--- src/common/pcdc_regs.vh ---
// constants of the clock generation and power-down control block
// assumes a 16-bit peripheral bus with word addresses and 8-bit registers
`ifndef PCDC_REGS_VH
`define PCDC_REGS_VH
// ***********************************************
// register addresses (word addresses) and reset values
// ***********************************************
`define PCDC_ADDR_PRIMARY   16'h702A
`define PCDC_ADDR_PRIMARY_M 16'h702B
`define PCDC_ADDR_RATIO     16'h702C
`define PCDC_ADDR_RATIO_M   16'h702D
`define PCDC_PRIMARY_RST    8'h00
`define PCDC_RATIO_RST      8'h00
// ***********************************************
// field positions and primary write mask
// ***********************************************
`define PCDC_SRC_HI         7
`define PCDC_SRC_LO         6
`define PCDC_LPM_HI         5
`define PCDC_LPM_LO         4
`define PCDC_LOCK_BIT       3
`define PCDC_PS_BIT         0
`define PCDC_CKINF_HI       7
`define PCDC_CKINF_LO       4
`define PCDC_DIV2_BIT       3
`define PCDC_MUL_HI         2
`define PCDC_MUL_LO         0
`define PCDC_PRIMARY_WMASK  8'hF1
// ***********************************************
// timing
// ***********************************************
`define PCDC_CLK_MHZ        250
`define PCDC_LOCK_US        100
`define PCDC_LOCK_CYC       (`PCDC_LOCK_US * `PCDC_CLK_MHZ)
`define PCDC_WD_PER_MHZ     61
`endif

--- src/verilog/pcdc_top.v ---
// clock generation and power-down control, modelled on sys_clk
// assumes cpu strobes on sys_clk; pins and crystal input are asynchronous
`timescale 1ns/1ps
`include "pcdc_regs.vh"

module pcdc_top #(
  parameter LOCK_CYCLES = `PCDC_LOCK_CYC,
  parameter LOCK_W      = 16,
  parameter PW          = 16
) (
  input  wire        sys_clk,
  input  wire        rst,
  input  wire [15:0] bus_addr,
  input  wire [15:0] bus_wdata,
  input  wire        bus_wr,
  input  wire        bus_rd,
  output reg  [15:0] bus_rdata,
  input  wire        osc_bypass_pin_n,
  input  wire        crystal_in_pin,
  output reg         crystal_out_pin,
  input  wire        nmi_pin,
  input  wire [2:0]  ext_int_pin,
  input  wire [2:0]  ext_int_enable,
  input  wire        periph_int_req,
  input  wire        idle_exec,
  input  wire        global_int_mask,
  output reg         pc_advance,
  output reg         wake_isr,
  output reg         wake_resume,
  output reg         core_clock,
  output reg         peripheral_clock,
  output reg         watchdog_tick_clock,
  output reg         pll_power,
  output reg         osc_enable,
  output reg         sleeping
);

  // ***********************************************
  // state codes and lock end point
  // ***********************************************
  localparam ST_RUN   = 1'b0;
  localparam ST_SLEEP = 1'b1;
  // last count before lock is set, cut to counter width
  localparam [31:0] LOCK_LAST = LOCK_CYCLES - 1;

  // ***********************************************
  // pin synchronisers
  // ***********************************************
  reg [5:0] sync1_reg;
  reg [5:0] sync2_reg;
  reg       ref_prev_reg;
  always @(posedge sys_clk or posedge rst) begin
    if (rst) begin
      sync1_reg    <= 6'h00;
      sync2_reg    <= 6'h00;
      ref_prev_reg <= 1'b0;
    end else begin
      sync1_reg    <= {osc_bypass_pin_n, crystal_in_pin, nmi_pin,
                       ext_int_pin};
      sync2_reg    <= sync1_reg;
      ref_prev_reg <= sync2_reg[4];
    end
  end
  wire bypass_n = sync2_reg[5];
  wire ref_in   = sync2_reg[4];
  wire nmi_s    = sync2_reg[3];
  wire ref_rise = ref_in & ~ref_prev_reg;

  // ***********************************************
  // registers
  // ***********************************************
  reg  [7:0] primary_reg;
  reg  [7:0] ratio_reg;
  reg        lock_reg;
  reg        state_reg;
  reg  [1:0] mode_reg;
  wire hit_pri = (bus_addr == `PCDC_ADDR_PRIMARY) |
                 (bus_addr == `PCDC_ADDR_PRIMARY_M);
  wire hit_rat = (bus_addr == `PCDC_ADDR_RATIO) |
                 (bus_addr == `PCDC_ADDR_RATIO_M);
  wire [1:0] src_sel  = primary_reg[`PCDC_SRC_HI:`PCDC_SRC_LO];
  wire [1:0] lp_sel   = primary_reg[`PCDC_LPM_HI:`PCDC_LPM_LO];
  wire       ps_sel   = primary_reg[`PCDC_PS_BIT];
  wire [3:0] ckinf    = ratio_reg[`PCDC_CKINF_HI:`PCDC_CKINF_LO];
  wire       halve_in = ratio_reg[`PCDC_DIV2_BIT];
  wire [2:0] mul_sel  = ratio_reg[`PCDC_MUL_HI:`PCDC_MUL_LO];

  always @(posedge sys_clk or posedge rst) begin
    if (rst) begin
      primary_reg <= `PCDC_PRIMARY_RST;
      ratio_reg   <= `PCDC_RATIO_RST;
      bus_rdata   <= 16'h0000;
    end else begin
      if (bus_wr && hit_pri)
        primary_reg <= bus_wdata[7:0] & `PCDC_PRIMARY_WMASK;
      if (bus_wr && hit_rat)
        ratio_reg <= bus_wdata[7:0];
      if (bus_rd && hit_pri)
        bus_rdata <= {8'h00, primary_reg | {4'h0, lock_reg, 3'h0}};
      else if (bus_rd && hit_rat)
        bus_rdata <= {8'h00, ratio_reg};
      else
        bus_rdata <= 16'h0000;
    end
  end

  // ***********************************************
  // power-down sequencing
  // ***********************************************
  wire [2:0] ext_s  = sync2_reg[2:0] & ext_int_enable;
  wire       wake_hw = nmi_s | (|ext_s);
  wire       wake_any = wake_hw | ((mode_reg == 2'b00) & periph_int_req);
  always @(posedge sys_clk or posedge rst) begin
    if (rst) begin
      state_reg   <= ST_RUN;
      mode_reg    <= 2'b00;
      pc_advance  <= 1'b0;
      wake_isr    <= 1'b0;
      wake_resume <= 1'b0;
    end else begin
      pc_advance  <= 1'b0;
      wake_isr    <= 1'b0;
      wake_resume <= 1'b0;
      case (state_reg)
        ST_RUN: begin
          if (idle_exec) begin
            pc_advance <= 1'b1;
            mode_reg   <= lp_sel;
            state_reg  <= ST_SLEEP;
          end
        end
        ST_SLEEP: begin
          if (wake_any) begin
            state_reg <= ST_RUN;
            if (nmi_s)
              wake_isr <= 1'b1;
            else if (!global_int_mask)
              wake_isr <= 1'b1;
            else
              wake_resume <= 1'b1;
          end
        end
        default: state_reg <= ST_RUN;
      endcase
    end
  end

  // ***********************************************
  // clock stop decode per low-power mode
  // ***********************************************
  // clocks stopped by mode
  wire asleep   = (state_reg == ST_SLEEP);
  wire core_off = asleep;
  wire per_off  = asleep & (mode_reg != 2'b00);
  wire pll_off  = asleep & mode_reg[1];
  wire osc_off  = asleep & (mode_reg == 2'b11);

  // ***********************************************
  // pll enable, lock counter, factor latching
  // ***********************************************
  wire          pll_want = src_sel[1] & ~pll_off;
  reg  [LOCK_W-1:0] lock_cnt_reg;
  reg  [3:0]    pll_mul_reg;
  reg           pll_den_reg;
  reg           pll_on_reg;
  always @(posedge sys_clk or posedge rst) begin
    if (rst) begin
      lock_cnt_reg <= {LOCK_W{1'b0}};
      lock_reg     <= 1'b0;
      pll_mul_reg  <= 4'h1;
      pll_den_reg  <= 1'b0;
      pll_on_reg   <= 1'b0;
    end else begin
      pll_on_reg <= pll_want;
      if (!pll_want) begin
        lock_cnt_reg <= {LOCK_W{1'b0}};
        lock_reg     <= 1'b0;
      end else if (!pll_on_reg) begin
        case (mul_sel)
          3'h0: pll_mul_reg <= 4'h1;
          3'h1: pll_mul_reg <= 4'h2;
          3'h2: pll_mul_reg <= 4'h3;
          3'h3: pll_mul_reg <= 4'h4;
          3'h4: pll_mul_reg <= 4'h5;
          default: pll_mul_reg <= 4'h9;
        endcase
        pll_den_reg <= halve_in;
      end else if (!lock_reg) begin
        if (lock_cnt_reg == LOCK_LAST[LOCK_W-1:0])
          lock_reg <= 1'b1;
        else
          lock_cnt_reg <= lock_cnt_reg + 1'b1;
      end
    end
  end

  // ***********************************************
  // reference period measure and core synthesis
  // ***********************************************
  reg  [PW-1:0] per_cnt_reg;
  reg  [PW-1:0] per_reg;
  reg  [PW+3:0] acc_reg;
  reg  [3:0]    eff_mul_reg;
  reg           eff_den_reg;
  reg           core_ph_reg;
  wire [3:0] want_mul = (src_sel[1] & lock_reg) ? pll_mul_reg : 4'h1;
  wire       want_den = (src_sel[1] & lock_reg) ? pll_den_reg :
                        ~src_sel[0];
  wire [PW+3:0] thresh = eff_den_reg ? {3'h0, per_reg, 1'b0} :
                                       {4'h0, per_reg};
  wire [PW+3:0] acc_add = acc_reg + {{(PW-1){1'b0}}, eff_mul_reg, 1'b0};
  wire core_edge = (per_reg != {PW{1'b0}}) & (acc_add >= thresh);
  always @(posedge sys_clk or posedge rst) begin
    if (rst) begin
      per_cnt_reg <= {PW{1'b0}};
      per_reg     <= {PW{1'b0}};
      acc_reg     <= {(PW+4){1'b0}};
      eff_mul_reg <= 4'h1;
      eff_den_reg <= 1'b1;
      core_ph_reg <= 1'b0;
    end else begin
      if (ref_rise) begin
        per_reg     <= per_cnt_reg + 1'b1;
        per_cnt_reg <= {PW{1'b0}};
      end else if (per_cnt_reg != {PW{1'b1}}) begin
        per_cnt_reg <= per_cnt_reg + 1'b1;
      end
      if (core_edge) begin
        acc_reg     <= acc_add - thresh;
        core_ph_reg <= ~core_ph_reg;
        if (core_ph_reg) begin
          eff_mul_reg <= want_mul;
          eff_den_reg <= want_den;
        end
      end else begin
        acc_reg <= acc_add;
      end
    end
  end
  wire core_rise = core_edge & ~core_ph_reg;

  // ***********************************************
  // derived clocks
  // ***********************************************
  reg  [1:0]  per_div_reg;
  reg  [15:0] wd_cnt_reg;
  // watchdog period in core cycles from declared input frequency
  // declared input rate reaches 32 MHz, so six bits
  wire [5:0]  in_mhz   = {(5'h10 - {1'b0, ckinf}), 1'b0};
  wire [15:0] wd_full  = in_mhz * eff_mul_reg * `PCDC_WD_PER_MHZ;
  wire [15:0] wd_per   = eff_den_reg ? {1'b0, wd_full[15:1]} : wd_full;
  always @(posedge sys_clk or posedge rst) begin
    if (rst) begin
      per_div_reg         <= 2'h0;
      wd_cnt_reg          <= 16'h0000;
      core_clock          <= 1'b0;
      peripheral_clock    <= 1'b0;
      watchdog_tick_clock <= 1'b0;
      pll_power           <= 1'b0;
      osc_enable          <= 1'b0;
      crystal_out_pin     <= 1'b0;
      sleeping            <= 1'b0;
    end else begin
      core_clock <= core_ph_reg & ~core_off;
      if (core_rise)
        per_div_reg <= per_div_reg + 1'b1;
      peripheral_clock <= ~per_off &
                          (ps_sel ? per_div_reg[0] : per_div_reg[1]);

      // ***********************************************
      // watchdog tick divider, then power, oscillator and sleep outputs
      // ***********************************************
      if (core_rise)
        wd_cnt_reg <= (wd_cnt_reg >= wd_per - 1'b1) ? 16'h0000 :
                      wd_cnt_reg + 1'b1;
      watchdog_tick_clock <= ~pll_off & (wd_cnt_reg < {2'b00, wd_per[15:2]});
      pll_power  <= pll_want;
      osc_enable <= bypass_n & ~osc_off;
      crystal_out_pin <= bypass_n & ~osc_off & ~ref_in;
      sleeping   <= asleep;
    end
  end
endmodule

--- config.mk ---
export PLATFORM = sky130hd
export DESIGN_NAME = pcdc_top
export DESIGN_NICKNAME = d
export VERILOG_FILES = /design/src/verilog/pcdc_top.v
export VERILOG_INCLUDE_DIRS = /design/src /design/src/common
export SDC_FILE = /design/constraint.sdc
export NUM_CORES = 1
export LEC_CHECK = 0
export BUFFER_PORTS_ARGS = -buffer_cell sky130_fd_sc_hd__buf_2
export CORE_MARGIN = 5
export CORE_UTILIZATION = 62
export CTS_CLUSTER_SIZE = 12
export DETAILED_ROUTE_END_ITERATION = 16
export GPL_TIMING_DRIVEN = 0
export PLACE_DENSITY = 0.82
export REMOVE_ABC_BUFFERS = 1
export SLEW_MARGIN = 20
export SYNTH_ARGS = -nofsm -noshare
export SYNTH_HDL_FRONTEND = slang
export SYNTH_SLANG_ARGS = --single-unit
--- constraint.sdc ---
create_clock -name sys_clk -period 11.5 [get_ports sys_clk]
set_clock_uncertainty 0.05 [all_clocks]
set_input_delay 1.725 -clock sys_clk [delete_from_list [all_inputs] [get_ports sys_clk]]
set_output_delay 1.725 -clock sys_clk [all_outputs]
set_load 0.01 [all_outputs]
==> run_results.csv <==
group,metric,value,unit
status,status,"finished clean",
clocking,cts.path.max_buffers,2,
floorplanning,core,16500,um^2
worst_hold_path,min_path_type,"reg -> reg",
cells_and_area,largest_reg_flops,20,
grt,grt_pass1_wl,37200,um
pwr,ir_worst_vdd,138,uV
timing,rsz0062_at_grt,"no",
yosys,async_flop_share,1.00,
pwr,power_density,187,nW/um^2
timing,timing.final.crit_period,9.56,ns
critical_path,crit_type,"reg -> reg",
grt,antenna_found_initial,1,
critical_path,worstPathArrival,9.82,ns
timing,setup_tns,0,ns
floorplanning,placementRows,47,
floorplanning,start_util,0.629,
timing,setup_ws,1.94,ns
yosys,seq_area_frac_synth,0.350,
routing,drtPass1Iterations,5,
yosys,ys_warn_count,0,
critical_path,cp-end-kind,"flip-flop",
clocking,cts_inserted_buffers,17,
cells_and_area,design_area,11400,um^2
floorplanning,ios,74,
clocking,htreeDepth,4,
critical_path,cp_slowest_cell,"fa_1",
routing,drcViolationCount,0,
place,placed_area,10800,um^2
clocking,path_clk_slew,0.07,ns
timing,period_share,0.831,
clocking,cts_root_buf,"clkbuf_16",
clocking,clk_latency,0.43,ns
clocking,cts_num_sinks,145,
routing,totalWireLength,21300,um
timing,tightest_slew,0.935,ns
cells_and_area,drive_gt1_frac,0.112,
cells_and_area,num_antenna_cells,0,
yosys,ys_ff_latch,145,
cells_and_area,syn2layout_area_growth,10.3,%
yosys,synth_area,10400,um^2
critical_path,required,11.76,ns
routing,avgViaCountPerCell,5.80,
critical_path,crit_family,"adder cells",
yosys,synth_edf_count,0,
timing,report.final.slew_viol_count,0,
routing,drtIter0Drc,434,
critical_path,slowest_delay,0.60,ns
floorplanning,die-area,19400,um^2
clocking,cts_setup_buffers,0,
place,dpl_worst_slack,2.05,ns
yosys,ys_types,72,
routing,num_vias,7975,
critical_path,critPathBufInv,6,
place,gp_congestion,0.853,
grt,grt_use_total,0.228,
critical_path,worst_setup_path_start_kind,"flip-flop",
cells_and_area,nets,1316,
critical_path,critPathMostFrequentCell,"inv_1",
yosys,avgSynthCellArea,9.49,um^2
grt,overflow,0,
floorplanning,fp.dieW,139,um
pwr,leakage,5.58,nW
grt,grt_pass1_vias,8182,
clocking,cts_resized,0,
routing,antenna_left,0,
floorplanning,die_height,139,um
yosys,synth_largest_area_cell,"dfrtp_1",
place,hpwlAfterDp,15700,um
critical_path,cp_max_fo,17,
yosys,synth_top_cell_area_share,0.343,
routing,wire_per_inst,15.5,um
yosys,ys_top_cells_by_area,"dfrtp_1, ha_1, fa_1, o21ai_0, xnor2_1",
timing,slew_headroom,0.375,
yosys,synthFlopType,"dfrtp_1",
yosys,netlist_instances,1092,
timing,max_freq,0.105,GHz
clocking,cts_tree,"yes",
place,port_buffers,56,
run,maxCapViolCount,0,
timing,hold_viol_final,0,
clocking,ctsHoldBuffers,0,
grt,grt_max_degree,75,
timing,setup_viol,0,
-- power by group --
part | total, W | switching (W) | leakage [nW] | internal [W]
Combinational | 0.000912 | 0.000529 | 3.39 | 0.000383
Clock | 0.000556 | 0.000217 | 0.278 | 0.000340
Sequential | 0.000675 | 0.0000847 | 1.90 | 0.000590
-- cell usage after synthesis (all sizes together), types with 7 or more instances --
master and count:
dfrtp 142, nand2 101, ha 95, o21ai 94
inv 89, nor2 58, xnor2 49, xor2 41
a21oi 37, nand3 31, fa 29, mux2i 26
and2 21, clkbuf 19, mux2 19, a21o 18
nand4 18, nor2b 17, and3 16, nor3 15
buf 13, nor4 13, nand2b 12, o31ai 9
nor3b 8, o21bai 8, o211ai 7
-- final cells by class --
cell class	instances	area, um^2
Clock buffer	18	429
Inverter	89	342
Tap cell	220	275
Timing Repair Buffer	58	323
Sequential cell	145	3630
Fill cell	1261	5030
Clock inverter	13	165
Multi-Input combinational cell	833	6270
-- layout by cell type (no fill, tap or decap), types with 19 or more instances in the layout --
cell type and n:
mux2i_1 26, xnor2_1 49, and2_1 21, nor2_1 58
inv_1 88, dfrtp_1 142, nand3_1 31, buf_2 56
mux2_2 19, ha_1 95, nand2_1 101, a21oi_1 37
fa_1 29, o21ai_0 94, xor2_1 40
-- layer usage --
metal | track usage | vias up | wire length (um)
li1 | - | 3926 | -
met1 | 0.280 | 3878 | 9230
met2 | 0.410 | 124 | 11000
met3 | 0.0377 | 47 | 581
met4 | 0.0742 | 0 | 502
met5 | 0 | - | 0
-- cell families (layout without fill, tap and decap cells) --
group                    count (synthesis)  after routing  synth area share
AO/OA/AOI/OAI                          225            225             0.137
XOR/XNOR                                90             90            0.0779
adder cells (fa/ha/maj)                124            124             0.171
buffers and inverters                  121            178            0.0482
flip-flops                             145            145             0.350
multiplexers                            45             45            0.0458
other                                    1              8          0.000362
AND/OR/NAND/NOR                        341            341             0.169
-- per-stage QoR --
| step | std cells | hold slack [ns] | total power, W | util |
|---|---|---|---|---|
| 2_1_floorplan | 1067 | 0.281 | 0.00136 | - |
| 3_3_place_gp | 1343 | 0.281 | 0.00152 | 0.655 |
| 3_5_place_dp | 1345 | 0.285 | 0.00157 | 0.658 |
| 4_1_cts | 1376 | 0.294 | 0.00215 | 0.694 |
| 5_1_grt | 1376 | 0.298 | 0.00229 | 0.695 |
| 6_report | 1376 | 0.294 | 0.00214 | 0.695 |
-- worst paths after layout --
check                              from              to  slack, ns  cells past startpoint
max reg2reg                ratio_reg[4]   wd_cnt_reg[2]       1.94                     34
min                        sync1_reg[4]    sync2_reg[4]       0.29                      0
max                        ratio_reg[4]   wd_cnt_reg[2]       1.94                     34
min reg2reg                sync1_reg[4]    sync2_reg[4]       0.29                      0
max in group asynchronous           rst  eff_mul_reg[0]       9.36                      3
min in group asynchronous           rst     acc_reg[14]       1.29                      2
Note: power is estimated with default switching activity, not from simulation.
